==> src/tcc_defs.svh <==
// constants of the timer capture, control and status block
// assumes a register index taken from paddr[7:2] of a 32-bit APB
`ifndef TCC_DEFS_SVH
`define TCC_DEFS_SVH

// ==========================================================
// register indices (byte address is four times the index)
`define TCC_IDX_CAPA_HI 6'h20
`define TCC_IDX_CAPA_LO 6'h21
`define TCC_IDX_CAPB_HI 6'h24
`define TCC_IDX_CAPB_LO 6'h25
`define TCC_IDX_CNT_HI 6'h28
`define TCC_IDX_CNT_LO 6'h29
`define TCC_IDX_ALT_HI 6'h2A
`define TCC_IDX_ALT_LO 6'h2B
`define TCC_IDX_CTRL1 6'h2C
`define TCC_IDX_CTRL2 6'h2D
`define TCC_IDX_FLAGS 6'h2E

// ==========================================================
// bit positions of timer_control_primary
`define TCC_C1_CAP_IE_A 7
`define TCC_C1_CAP_IE_B 6
`define TCC_C1_CMP_IE_A 5
`define TCC_C1_OVF_IE 4
`define TCC_C1_CMP_OE_A 3
`define TCC_C1_EDGE_A 2
`define TCC_C1_EDGE_B 1
`define TCC_C1_LVL_A 0

// ==========================================================
// bit positions of timer_control_secondary
`define TCC_C2_CMP_IE_B 5
`define TCC_C2_CMP_OE_B 3
`define TCC_C2_LVL_B 0

// ==========================================================
// bit positions of timer_flags
`define TCC_F_CAP_A 7
`define TCC_F_CAP_B 6
`define TCC_F_CMP_A 5
`define TCC_F_OVF 4
`define TCC_F_PIN_A 3
`define TCC_F_PIN_B 2
`define TCC_F_CMP_B 1

// ==========================================================
// counter values
`define TCC_CNT_RELOAD 16'hFFFC
`define TCC_CNT_MAX 16'hFFFF
`define TCC_CNT_INC 16'h0001
`define TCC_CAP_CLEAR 16'h0000
`define TCC_PRE_LAST 2'h3
`define TCC_PRE_INC 2'h1
`define TCC_PRE_ZERO 2'h0
`define TCC_FILL_DONE 2'h3
`define TCC_FILL_INC 2'h1
`define TCC_BYTE_ZERO 8'h00
`define TCC_PAD_ZERO 24'h000000

`endif

==> src/tcc_pkg.sv <==
// types of the timer capture, control and status block
// assumes tcc_defs.svh supplies the numeric constants
package tcc_pkg;

	// ==========================================================
	// state of the main block, index 0 is channel a
	typedef struct packed {
		logic [1:0] prescale;
		logic [15:0] count;
		logic [15:0] hist0;
		logic [15:0] hist1;
		logic [1:0][15:0] cap;
		logic [1:0][15:0] pend_data;
		logic [1:0] pend;
		logic [1:0] inhibit;
		logic [1:0] cap_ie;
		logic [1:0] cmp_ie;
		logic ovf_ie;
		logic [1:0] cmp_oe;
		logic [1:0] edge_sel;
		logic [1:0] out_lvl;
		logic [1:0] lvl_reg;
		logic [1:0] pin_q;
		logic [1:0] cap_f;
		logic [1:0] cmp_f;
		logic ovf_f;
		logic [1:0] arm_cap;
		logic [1:0] arm_cmp;
		logic arm_ovf;
		logic [7:0] cnt_buf;
		logic cnt_buf_v;
		logic stop_q;
		logic [31:0] prdata;
	} tcc_state_type;

	// ==========================================================
	// state of one pin synchroniser and edge detector
	typedef struct packed {
		logic meta;
		logic level;
		logic level_prev;
		logic [1:0] fill;
	} tcc_edge_state_type;

endpackage

==> src/tcc_edge_sync.sv <==
// one capture pin: two-stage synchroniser and selectable edge detector
// assumes pin is asynchronous to ref_clk, edge_select from ref_clk logic
`timescale 1ns/100ps
`include "tcc_defs.svh"

module tcc_edge_sync
	import tcc_pkg::*;
(
	// clock and reset
	input wire logic ref_clk,
	input wire logic nrst,
	// pin side
	input wire logic pin,
	input wire logic edge_select,
	// block side
	output logic level,
	output logic edge_hit
);

	// ==========================================================
	// state
	tcc_edge_state_type s_q;
	tcc_edge_state_type s_d;

	always_comb begin
		s_d = s_q;
		s_d.meta = pin;
		s_d.level = s_q.meta;
		s_d.level_prev = s_q.level;
		s_d.fill = (s_q.fill == `TCC_FILL_DONE) ? s_q.fill : s_q.fill + `TCC_FILL_INC;
	end

	always_ff @(posedge ref_clk or negedge nrst) begin
		if (!nrst) begin
			s_q <= '0;
		end else begin
			s_q <= s_d;
		end
	end

	// fill guard: level_prev holds a real pin level only after three loads, so no false edge after reset
	assign level = s_q.level;
	assign edge_hit = (s_q.fill == `TCC_FILL_DONE) && (s_q.level != s_q.level_prev) && (s_q.level == edge_select);
endmodule

==> src/tcc_timer.sv <==
// timer capture channels, control registers, status flags and counter
// assumes an APB master on ref_clk; comparators sit outside and send match strobes
//
// Our own choice: register access over APB.
`timescale 1ns/100ps
`include "tcc_defs.svh"

// Function
// - capture register loads count on the pin edge chosen by edge select
// - captured value is count before the edge plus one
// - capture happens whether or not the capture flag is set
// - reading capture high byte blocks captures until low byte is read
// - reading only the capture low byte never blocks captures
// - capture flag with its enable requests an interrupt
// - reset keeps capture data except when leaving stop
// - primary control layout; reset clears upper five bits only
// - compare output held low unless its output enable is set
// - compare match loads output level bit into the pin level register
// - secondary control holds compare b enable, output enable, level; rest zero
// - status register is read-only with fixed flag and pin layout
// - capture flag sets on edge, clears by status then capture low access
// - compare flag sets on match, clears by status then compare low access
// - overflow flag sets on wrap, clears by status then counter low access
// - status shows present capture pin levels
// - alternate counter reads same count, never clears overflow flag
// - wait mode leaves counting, capture and compare running
// - stop halts counter; reset forces reload value
// - edge in stop arms capture, flag and data appear on wake
// - reset out of stop discards capture edges seen in stop
// - counter advances once every four clocks
module tcc_timer
	import tcc_pkg::*;
#(
	parameter int ADDR_W = 8
)
(
	// clock and reset
	input wire logic ref_clk,
	input wire logic nrst,
	// apb slave
	input wire logic psel,
	input wire logic penable,
	input wire logic pwrite,
	input wire logic [ADDR_W-1:0] paddr,
	input wire logic [31:0] pwdata,
	output logic [31:0] prdata,
	output logic pready,
	output logic pslverr,
	// chip state
	input wire logic system_reset,
	input wire logic stop_mode,
	// capture pins
	input wire logic capture_pin_a,
	input wire logic capture_pin_b,
	// external comparators
	input wire logic compare_match_a,
	input wire logic compare_match_b,
	input wire logic compare_low_access_a,
	input wire logic compare_low_access_b,
	// counter and outputs
	output logic [15:0] count,
	output logic compare_pin_a,
	output logic compare_pin_b,
	output logic timer_irq
);

	// ==========================================================
	// decode helpers
	function automatic logic tcc_hit(input logic a, input logic [5:0] i, input logic [5:0] t);
		return a && (i == t);
	endfunction

	function automatic logic tcc_mapped(input logic [5:0] i);
		logic m;
		m = 1'b0;
		case (i)
			`TCC_IDX_CAPA_HI, `TCC_IDX_CAPA_LO, `TCC_IDX_CAPB_HI, `TCC_IDX_CAPB_LO,
			`TCC_IDX_CNT_HI, `TCC_IDX_CNT_LO, `TCC_IDX_ALT_HI, `TCC_IDX_ALT_LO,
			`TCC_IDX_CTRL1, `TCC_IDX_CTRL2, `TCC_IDX_FLAGS: begin
				m = 1'b1;
			end
			default: begin
				m = 1'b0;
			end
		endcase
		return m;
	endfunction

	// ==========================================================
	// state and bus terms
	tcc_state_type st;
	tcc_state_type n;
	logic [5:0] idx;
	logic acc;
	logic acc_rd;
	logic acc_wr;
	logic acc_status;
	logic [1:0] acc_cap_hi;
	logic [1:0] acc_cap_lo;
	logic [1:0] cmp_lo;
	logic [1:0] cmp_match;
	logic [1:0] pin_level;
	logic [1:0] edge_evt;
	logic [1:0] cap_pin;
	logic [1:0] cap_set;
	logic [1:0] cmp_set;
	logic ovf_set;
	logic tick;
	logic wake;
	logic [7:0] rd_byte;

	assign idx = paddr[7:2];
	// zero wait states: every access phase completes at once
	assign acc = psel && penable;
	assign acc_rd = acc && !pwrite;
	assign acc_wr = acc && pwrite;
	assign acc_status = tcc_hit(acc, idx, `TCC_IDX_FLAGS);
	assign acc_cap_hi = {tcc_hit(acc_rd, idx, `TCC_IDX_CAPB_HI), tcc_hit(acc_rd, idx, `TCC_IDX_CAPA_HI)};
	assign acc_cap_lo = {tcc_hit(acc, idx, `TCC_IDX_CAPB_LO), tcc_hit(acc, idx, `TCC_IDX_CAPA_LO)};
	assign cmp_lo = {compare_low_access_b, compare_low_access_a};
	assign cmp_match = {compare_match_b, compare_match_a};
	assign cap_pin = {capture_pin_b, capture_pin_a};
	assign wake = st.stop_q && !stop_mode && !system_reset;

	// ==========================================================
	// capture pin front ends
	genvar g;
	generate
		for (g = 0; g < 2; g++) begin : gen_pin
			tcc_edge_sync u_sync (
				.ref_clk(ref_clk),
				.nrst(nrst),
				.pin(cap_pin[g]),
				.edge_select(st.edge_sel[g]),
				.level(pin_level[g]),
				.edge_hit(edge_evt[g])
			);
		end
	endgenerate

	// ==========================================================
	// next state
	always_comb begin
		n = st;
		rd_byte = `TCC_BYTE_ZERO;
		cap_set = 2'h0;
		cmp_set = {compare_match_b, compare_match_a};
		ovf_set = 1'b0;
		tick = 1'b0;

		// read mux, sampled in the setup cycle
		case (idx)
			`TCC_IDX_CAPA_HI: rd_byte = st.cap[0][15:8];
			`TCC_IDX_CAPA_LO: rd_byte = st.cap[0][7:0];
			`TCC_IDX_CAPB_HI: rd_byte = st.cap[1][15:8];
			`TCC_IDX_CAPB_LO: rd_byte = st.cap[1][7:0];
			`TCC_IDX_CNT_HI, `TCC_IDX_ALT_HI: rd_byte = st.count[15:8];
			`TCC_IDX_CNT_LO, `TCC_IDX_ALT_LO: rd_byte = st.cnt_buf_v ? st.cnt_buf : st.count[7:0];
			`TCC_IDX_CTRL1: begin
				rd_byte[`TCC_C1_CAP_IE_A] = st.cap_ie[0];
				rd_byte[`TCC_C1_CAP_IE_B] = st.cap_ie[1];
				rd_byte[`TCC_C1_CMP_IE_A] = st.cmp_ie[0];
				rd_byte[`TCC_C1_OVF_IE] = st.ovf_ie;
				rd_byte[`TCC_C1_CMP_OE_A] = st.cmp_oe[0];
				rd_byte[`TCC_C1_EDGE_A] = st.edge_sel[0];
				rd_byte[`TCC_C1_EDGE_B] = st.edge_sel[1];
				rd_byte[`TCC_C1_LVL_A] = st.out_lvl[0];
			end
			`TCC_IDX_CTRL2: begin
				rd_byte[`TCC_C2_CMP_IE_B] = st.cmp_ie[1];
				rd_byte[`TCC_C2_CMP_OE_B] = st.cmp_oe[1];
				rd_byte[`TCC_C2_LVL_B] = st.out_lvl[1];
			end
			`TCC_IDX_FLAGS: begin
				rd_byte[`TCC_F_CAP_A] = st.cap_f[0];
				rd_byte[`TCC_F_CAP_B] = st.cap_f[1];
				rd_byte[`TCC_F_CMP_A] = st.cmp_f[0];
				rd_byte[`TCC_F_OVF] = st.ovf_f;
				rd_byte[`TCC_F_PIN_A] = pin_level[0];
				rd_byte[`TCC_F_PIN_B] = pin_level[1];
				rd_byte[`TCC_F_CMP_B] = st.cmp_f[1];
			end
			default: rd_byte = `TCC_BYTE_ZERO;
		endcase
		if (psel && !penable) begin
			n.prdata = {`TCC_PAD_ZERO, rd_byte};
		end

		// control writes
		if (tcc_hit(acc_wr, idx, `TCC_IDX_CTRL1)) begin
			n.cap_ie[0] = pwdata[`TCC_C1_CAP_IE_A];
			n.cap_ie[1] = pwdata[`TCC_C1_CAP_IE_B];
			n.cmp_ie[0] = pwdata[`TCC_C1_CMP_IE_A];
			n.ovf_ie = pwdata[`TCC_C1_OVF_IE];
			n.cmp_oe[0] = pwdata[`TCC_C1_CMP_OE_A];
			n.edge_sel[0] = pwdata[`TCC_C1_EDGE_A];
			n.edge_sel[1] = pwdata[`TCC_C1_EDGE_B];
			n.out_lvl[0] = pwdata[`TCC_C1_LVL_A];
		end
		if (tcc_hit(acc_wr, idx, `TCC_IDX_CTRL2)) begin
			n.cmp_ie[1] = pwdata[`TCC_C2_CMP_IE_B];
			n.cmp_oe[1] = pwdata[`TCC_C2_CMP_OE_B];
			n.out_lvl[1] = pwdata[`TCC_C2_LVL_B];
		end

		// counter keeps running in wait, halts only in stop
		if (!stop_mode) begin
			n.prescale = st.prescale + `TCC_PRE_INC;
			tick = (st.prescale == `TCC_PRE_LAST);
		end
		if (tick) begin
			n.count = st.count + `TCC_CNT_INC;
			ovf_set = (st.count == `TCC_CNT_MAX);
		end
		// history lines the count up with the synchroniser delay
		n.hist0 = st.count;
		n.hist1 = st.hist0;
		n.stop_q = stop_mode;

		// counter low byte buffer; hist0 holds the count shown in the setup cycle
		if ((tcc_hit(acc_rd, idx, `TCC_IDX_CNT_HI) || tcc_hit(acc_rd, idx, `TCC_IDX_ALT_HI)) && !st.cnt_buf_v) begin
			n.cnt_buf = st.hist0[7:0];
			n.cnt_buf_v = 1'b1;
		end
		if (tcc_hit(acc_rd, idx, `TCC_IDX_CNT_LO) || tcc_hit(acc_rd, idx, `TCC_IDX_ALT_LO)) begin
			n.cnt_buf_v = 1'b0;
		end

		for (int i = 0; i < 2; i++) begin
			// capture and stop-mode arming
			if (edge_evt[i]) begin
				if (stop_mode) begin
					if (!st.pend[i]) begin
						n.pend[i] = 1'b1;
						n.pend_data[i] = st.hist1 + `TCC_CNT_INC;
					end
				end else begin
					cap_set[i] = 1'b1;
					if (!st.inhibit[i]) begin
						n.cap[i] = st.hist1 + `TCC_CNT_INC;
					end
				end
			end
			if (wake && st.pend[i]) begin
				cap_set[i] = 1'b1;
				n.cap[i] = st.pend_data[i];
				n.pend[i] = 1'b0;
			end
			if (acc_cap_hi[i]) begin
				n.inhibit[i] = 1'b1;
			end
			if (acc_cap_lo[i] && !pwrite) begin
				n.inhibit[i] = 1'b0;
			end

			// capture flag: arm on status access, clear on low byte, set wins
			if (acc_status && st.cap_f[i]) begin
				n.arm_cap[i] = 1'b1;
			end
			if (st.arm_cap[i] && acc_cap_lo[i]) begin
				n.cap_f[i] = 1'b0;
				n.arm_cap[i] = 1'b0;
			end
			if (cap_set[i]) begin
				n.cap_f[i] = 1'b1;
			end

			// compare flag and output level register
			if (acc_status && st.cmp_f[i]) begin
				n.arm_cmp[i] = 1'b1;
			end
			if (st.arm_cmp[i] && cmp_lo[i]) begin
				n.cmp_f[i] = 1'b0;
				n.arm_cmp[i] = 1'b0;
			end
			if (cmp_set[i]) begin
				n.cmp_f[i] = 1'b1;
			end
			if (cmp_match[i]) begin
				n.lvl_reg[i] = st.out_lvl[i];
			end
		end

		// overflow flag; only the main counter low byte clears it
		if (acc_status && st.ovf_f) begin
			n.arm_ovf = 1'b1;
		end
		if (st.arm_ovf && tcc_hit(acc, idx, `TCC_IDX_CNT_LO)) begin
			n.ovf_f = 1'b0;
			n.arm_ovf = 1'b0;
		end
		if (ovf_set) begin
			n.ovf_f = 1'b1;
		end

		// chip reset: edge selects and levels survive, capture data too unless in stop
		if (system_reset) begin
			n.cap_ie = 2'h0;
			n.cmp_ie = 2'h0;
			n.ovf_ie = 1'b0;
			n.cmp_oe = 2'h0;
			n.ovf_f = 1'b0;
			n.arm_ovf = 1'b0;
			n.count = `TCC_CNT_RELOAD;
			n.prescale = `TCC_PRE_ZERO;
			n.inhibit = 2'h0;
			n.cnt_buf_v = 1'b0;
			n.pend = 2'h0;
			if (stop_mode) begin
				n.cap = {`TCC_CAP_CLEAR, `TCC_CAP_CLEAR};
				n.cap_f = 2'h0;
				n.arm_cap = 2'h0;
			end
		end

		// pins registered so they never glitch on enable changes
		n.pin_q = n.cmp_oe & n.lvl_reg;
	end

	always_ff @(posedge ref_clk or negedge nrst) begin
		if (!nrst) begin
			st <= '0;
			st.count <= `TCC_CNT_RELOAD;
		end else begin
			st <= n;
		end
	end

	// ==========================================================
	// outputs
	assign prdata = st.prdata;
	assign pready = 1'b1;
	assign pslverr = acc && !tcc_mapped(idx);
	assign count = st.count;
	assign compare_pin_a = st.pin_q[0];
	assign compare_pin_b = st.pin_q[1];
	assign timer_irq = |(st.cap_f & st.cap_ie) || |(st.cmp_f & st.cmp_ie) || (st.ovf_f && st.ovf_ie);
endmodule

==> config.mk <==
export PLATFORM = sky130hd
export DESIGN_NAME = tcc_timer
export DESIGN_NICKNAME = d
export VERILOG_FILES = /design/src/tcc_pkg.sv /design/src/tcc_edge_sync.sv /design/src/tcc_timer.sv
export VERILOG_INCLUDE_DIRS = /design/src
export SDC_FILE = /design/constraint.sdc
export NUM_CORES = 1
export LEC_CHECK = 0
export BUFFER_PORTS_ARGS = -buffer_cell sky130_fd_sc_hd__buf_2
export CAP_MARGIN = 20
export CORE_UTILIZATION = 58
export CTS_CLUSTER_SIZE = 16
export DETAILED_ROUTE_END_ITERATION = 10
export GPL_ROUTABILITY_DRIVEN = 0
export HOLD_SLACK_MARGIN = 0.1
export PLACE_DENSITY = 0.89
export SLEW_MARGIN = 5
export SYNTH_ARGS = -nofsm -noshare
export SYNTH_HDL_FRONTEND = slang
export SYNTH_SLANG_ARGS = --single-unit
export TNS_END_PERCENT = 1
==> constraint.sdc <==
create_clock -name ref_clk -period 2.7 [get_ports ref_clk]
set_clock_uncertainty 0.1 [all_clocks]
set_input_delay 0.54 -clock ref_clk [delete_from_list [all_inputs] [get_ports ref_clk]]
set_output_delay 0.54 -clock ref_clk [all_outputs]
set_load 0.05 [all_outputs]
==> impl_metrics.ini, run 1 <==
[run_status]
status = complete, no violations

[min_path]
hold_path.class = input port to register

[critical_path]
worstPathMaxFanout = 27
cp_slowest_stage_delay_ps = 680
critical-path-top-cell-by-count = nor2_1
arrival_ps = 2430
path_cells = ha_1, nand4bb_1, a211o_1, nor2_1, a211oi_1, nor2_1
slowest_stage = a211o_1
criticalPathCategory = register to register
worstSetupEndpointType = register
required_ps = 2910
startpoint_type = register
reg2reg_slack_ps = 470

[synth]
async_reset_ff_share_pct = 100
synth_top_family_by_area = simple AND/OR/NAND/NOR gates
ys_ff_latch = 171
synth_seq_area_share_pct = 53.4
synth-compound-area-share_pct = 11.1
synth-main-ff-cell = dfrtp_1
syn_area_um2 = 8050
synthMuxAreaShare_pct = 7.28
synth-edff-count = 0
yosys.area_share.simple_pct = 17.4
ys_warn_count = 0
ys_types = 57
syn_inst = 780
synth-adder-area-share_pct = 0.777
synth_xor_area_share_pct = 3.27
avgSynthCellArea_um2 = 10.3

[finish]
insertedDiodeCount = 0
layout-drive-gt1-share_pct = 15.9
fin_nets = 867
area_growth_pct = 9.91

[floorplan]
die_x_um = 120
core-area_um2 = 13400
die_h_um = 120
start_util_pct = 60.0
rows = 42
ioPinCount = 106
dieArea_um2 = 14300

[power]
p_seq_share_pct = 48.8
p_clk_share_pct = 42.3
swShare_pct = 24.4
power_frac_comb_pct = 8.9
p_switching_mw = 1.42
leakage_nw = 4.00
cellPowerDensity_nw_per_um2 = 658
irDropWorstVdd_mv = 0.507
internal-power_mw = 4.40

[cts]
cts_buffer_depth = 2
cts_tree = built
cts.reportedPaths.clkPinSlew_ps = 60
cts_root_buffer = clkbuf_16
ctsResizeCount = 0
cts_setup_buffers = 0
ctsHtreeMaxLevel = 4
clk_latency_ps = 430
cts_buffers = 17
ctsHoldBuffers = 1
numClockSinks = 171

[drt]
num_vias = 5930
drt_iter0_markers = 692
drt_wl_total_um = 18400
wire_per_inst_um = 18.5
drcViolationCount = 0
drtAntennaViolNets = 0
vias_per_cell = 5.94
dr.pass1.iters = 5

[global_route]
grt_max_degree = 55
grt_use_total_pct = 27.9
grt_pass1_vias = 5795
overflow = 0
antenna_found_initial = 0
grt_pass1_wl_um = 30300

[flow_run]
max_cap_violations = 0

[timing]
rsz0062_at_grt = false
timing.fmax_ghz = 0.449
fin_ws_ps = 474
hold_violations = 0
finalSetupViolCount = 0
min_period_ps = 2230
tightest_slew_ps = 796
tns_ps = 0
finalMaxSlewViolations = 0
maxSlewHeadroom_pct = 47.0
fin_crit_sh_pct = 82.4

[placement]
hpwl_um = 13000
port_buffers = 54
pre_cts_slack_ps = 373
## sequential cells by signal, indices dropped and copies added, names as in the netlist
register and flops:
gen_pin.u_sync.s_d 2, st 119, gen_pin.u_sync.s_q 6, prdata 8
gen_pin.u_sync.level 2, n 16, compare_pin_a 1, compare_pin_b 1
count 16
## kinds of logic after synthesis
kind of cell,after synthesis
simple gates,286
flops,171
compound gates,141
buf+inv,89
mux,56
xor+xnor,30
fa+ha+maj,5
other cells,2
## worst max-delay path: cells and delay by family (launching register included)
| kind | cells | cell delay [ps] |
|---|---|---|
| AND/OR/NAND/NOR | 3 | 400 |
| flip-flops | 1 | 390 |
| AO/OA/AOI/OAI | 2 | 950 |
| adder cells (fa/ha/maj) | 1 | 270 |
## cell usage in the layout (no fill, tap or decap), drive strengths merged, types with 23 or more instances in the layout
| cell | instances |
|---|---|
| dfrtp | 157 |
| nand2 | 112 |
| nor2 | 72 |
| buf | 68 |
| o21ai | 57 |
| mux2i | 36 |
| a21oi | 25 |
| conb | 25 |
| clkbuf | 25 |
| nand3 | 23 |
## cell type report
cell class              instances  area, um2
fillers                       976       4560
flip-flops and latches        171       4300
multi-input cells             543       3300
clock buffers                  25        475
repair buffers                 69        404
well taps                     176        220
clock inverters                 7        116
inverters                       7       26.3
## power by group through the flow
stage / registers [mW] / logic [mW] / clock network, mW
after CTS: 2.84 / 0.515 / 2.49
after global placement: 2.87 / 0.487 / 0
after global routing: 2.86 / 0.575 / 2.60
after detailed placement: 2.88 / 0.510 / 0
final: 2.84 / 0.517 / 2.46
after floorplan: 2.84 / 0.382 / 0
## worst paths after layout
path	startpoint	end	cells past startpoint
worst min-delay path	capture_pin_b	gen_pin[1].u_sync.s_d[3]	1
worst max-delay path	gen_pin[0].u_sync.s_q[0]	st[103]	6
max in group asynchronous	nrst	count[13]	3
min in group asynchronous	nrst	n[139]	2
worst min register to register	n[150]	st[150]	0
worst max register to register	gen_pin[0].u_sync.s_q[0]	st[103]	6
## stage by stage
stage               hold slack, ps  cell area, um2  utilization, %  cells  power (mW)
finish                         116            8840            66.0    998        5.82
global placement               232            8240            61.5    965        3.36
global route                   103            8840            66.0    998        6.03
floorplan                      144            8130               -    803        3.23
detailed placement             235            8240            61.5    965        3.39
CTS                            102            8840            66.0    998        5.84
## layer usage
metal  vias up  part of all wire [%]  track usage, %
met5         -                     0               0
met4         0                   2.9            10.7
met3        55                   7.8            7.27
met2       298                    47            43.3
met1      2882                    42            37.7
li1       2695                     -               -
## cells in the mapped netlist (3+ instances only)
cell type | count | share of area [%]
dfrtp_1 | 157 | 49
nand2_1 | 111 | 5.2
nor2_1 | 72 | 3.4
buf_4 | 49 | 4.6
o21ai_0 | 45 | 2.8
mux2i_1 | 36 | 4.5
a21oi_1 | 25 | 1.6
nand3_1 | 23 | 1.4
clkbuf_1 | 21 | 0.98
xnor2_1 | 20 | 2.2
nand2b_1 | 15 | 1.2
dfstp_2 | 14 | 4.6
o21ai_1 | 12 | 0.75
o221ai_1 | 12 | 1.3
buf_2 | 11 | 0.68
mux2_2 | 11 | 1.5
nand3b_1 | 10 | 0.93
xor2_1 | 10 | 1.1
a221oi_1 | 9 | 0.98
mux2_1 | 9 | 1.3
and3_1 | 8 | 0.62
nor3_1 | 8 | 0.50
o31ai_1 | 8 | 0.75
inv_1 | 7 | 0.33
o21a_1 | 7 | 0.65
ha_1 | 5 | 0.78
nand4_1 | 5 | 0.39
nor4_2 | 5 | 0.78
or3b_1 | 4 | 0.44
a211oi_1 | 3 | 0.28
a22o_1 | 3 | 0.33
and2_1 | 3 | 0.23
nand4b_1 | 3 | 0.33
nand4bb_1 | 3 | 0.42
nor2b_1 | 3 | 0.23
Power figures use the tool's default switching activity.
==> run 2, diff against run 1 <==
Settings changed: ABC_AREA from default to 1.
Clock period 2.7 ns to 2.2 ns, I/O delays scaled along.
==> impl_metrics.ini, run 2 <==
[run_status]
status = complete, no violations

[drt]
drt_iter0_markers = 874
drtAntennaViolNets = 0
drt_wl_total_um = 21100
dr.pass1.iters = 5
num_vias = 7186
wire_per_inst_um = 16.6
vias_per_cell = 5.64
drcViolationCount = 0

[cts]
numClockSinks = 171
cts.reportedPaths.clkPinSlew_ps = 60
cts_buffers = 17
cts_tree = built
clk_latency_ps = 440
cts_root_buffer = clkbuf_16
cts_buffer_depth = 2
cts_setup_buffers = 0
ctsHtreeMaxLevel = 4

[finish]
final_util_pct = 67.0
layout-drive-gt1-share_pct = 14.7
fin_nets = 1139
area_growth_pct = 12.2
multiInputGateArea_um2 = 3330
design_area_um2 = 9370
n_fill_cell = 1054
seq_area_um2 = 4300
final_common_cell = nand2_1
insertedDiodeCount = 0
largest_register_ff_count = 119
largest_register = st
layout_common_cells = nand2_1, dfrtp_1, o21ai_0

[synth]
ys_top_cells_by_count = nand2_1, dfrtp_1, o21ai_0
synth-main-ff-cell = dfrtp_1
avgSynthCellArea_um2 = 8.11
syn_inst = 1030
netlist_top_cells_area = dfrtp_1, nand2_1, o21ai_0
netlist.top_cell.by_area = dfrtp_1
ys_types = 38
synth-edff-count = 0
syn_area_um2 = 8350
ys_ff_latch = 171
async_reset_ff_share_pct = 100
synth_top_area_share_pct = 47.0
synth_most_common_cell = nand2_1
synth_seq_area_share_pct = 51.4
ys_warn_count = 0

[timing]
rsz0062_at_grt = false
finalSetupViolCount = 0
fin_crit_sh_pct = 94.8
timing.fmax_ghz = 0.479
min_period_ps = 2090
fin_ws_ps = 114
hold_violations = 0
finalMaxSlewViolations = 0
tns_ps = 0
maxSlewHeadroom_pct = 63.2
tightest_slew_ps = 549

[critical_path]
required_ps = 1660
criticalPathCategory = input port to primary output
r2r_cells = 7
worstPathMaxFanout = 8
worstSetupEndpointType = primary output
arrival_ps = 1550
reg2reg_slack_ps = 170
startpoint_type = input port

[power]
cellPowerDensity_nw_per_um2 = 781
leakage_nw = 4.92
p_total_mw = 7.32
irDropWorstVdd_mv = 0.709

[floorplan]
die_h_um = 122
start_util_pct = 59.7
ioPinCount = 106
core-area_um2 = 14000
dieArea_um2 = 14900
rows = 43
die_x_um = 122

[placement]
hpwl_um = 14100
placed_cell_area_um2 = 8730
port_buffers = 54
pre_cts_slack_ps = 145

[flow_run]
max_cap_violations = 0

[global_route]
grt_pass1_wl_um = 33300
grt_use_total_pct = 29.9
grt_pass1_vias = 6812
overflow = 0
antenna_found_initial = 0
grt_max_degree = 61

[min_path]
holdPathStages = 3
hold_path.class = input port to register
-- run 2: worst max-delay path: stages --
cell and delay, ps:
buf_2 120, inv_1 130, nor3_4 350, nand2_1 120
nand4_1 130, nor2_2 40, buf_2 210
-- run 2: logic make-up after synthesis --
family | Yosys count | share of synthesized area, %
AOI/OAI and AO/OA | 151 | 9.41
xor gates and xnor gates | 10 | 1.05
adders and majority gates | 5 | 0.749
buffers and inverters | 166 | 9.85
DFF | 171 | 51.4
muxes | 11 | 1.47
other | 2 | 0.0899
and+or+nand+nor | 514 | 26.0
-- run 2: layer usage --
metal	vias to the layer above	wire length [um]	GRT usage, %
met1	3402	8580	38.4
met3	74	1710	7.16
met5	-	0	0
li1	3343	-	-
met2	367	10100	48.4
met4	0	661	12.7
-- run 2: final timing paths --
path | startpoint | end
worst max-delay path | paddr[3] | pslverr
worst min-delay path | pwdata[7] | st[65]
min in group asynchronous | nrst | st[134]
worst min register to register | n[148] | st[148]
worst max register to register | gen_pin[0].u_sync.s_q[0] | st[112]
max in group asynchronous | nrst | count[9]
-- run 2: power by group --
part	switching, mW	total [mW]	leakage, nW	internal, mW
clock	1.29	2.95	0.282	1.65
sequential	0.151	3.55	2.00	3.39
combinational	0.576	0.829	2.64	0.254
total	2.02	7.32	4.92	5.30
-- run 2: through the flow --
step | hold WS [ps] | std cells
final | 109 | 1274
after global routing | 103 | 1274
after CTS | 103 | 1274
after detailed placement | 236 | 1237
after global placement | 232 | 1237
after floorplan | 44.4 | 1053
-- run 2: repair_timing --
| item | in CTS | in global routing |
|---|---|---|
| gates resized for setup | 0 | 3 |
| hold endpoints to repair | 42 | 0 |
| hold buffers | 5 | 0 |
| setup endpoints to repair | 0 | 1 |
-- run 2: final cells by class --
cell class,count,share of cell area [%]
Multi-Input combinational cell,716,35.5
Inverter,87,3.48
Sequential cell,171,45.8
Timing Repair Buffer,88,6.50
Clock buffer,20,4.87
Clock inverter,12,1.37
Tap cell,180,2.40
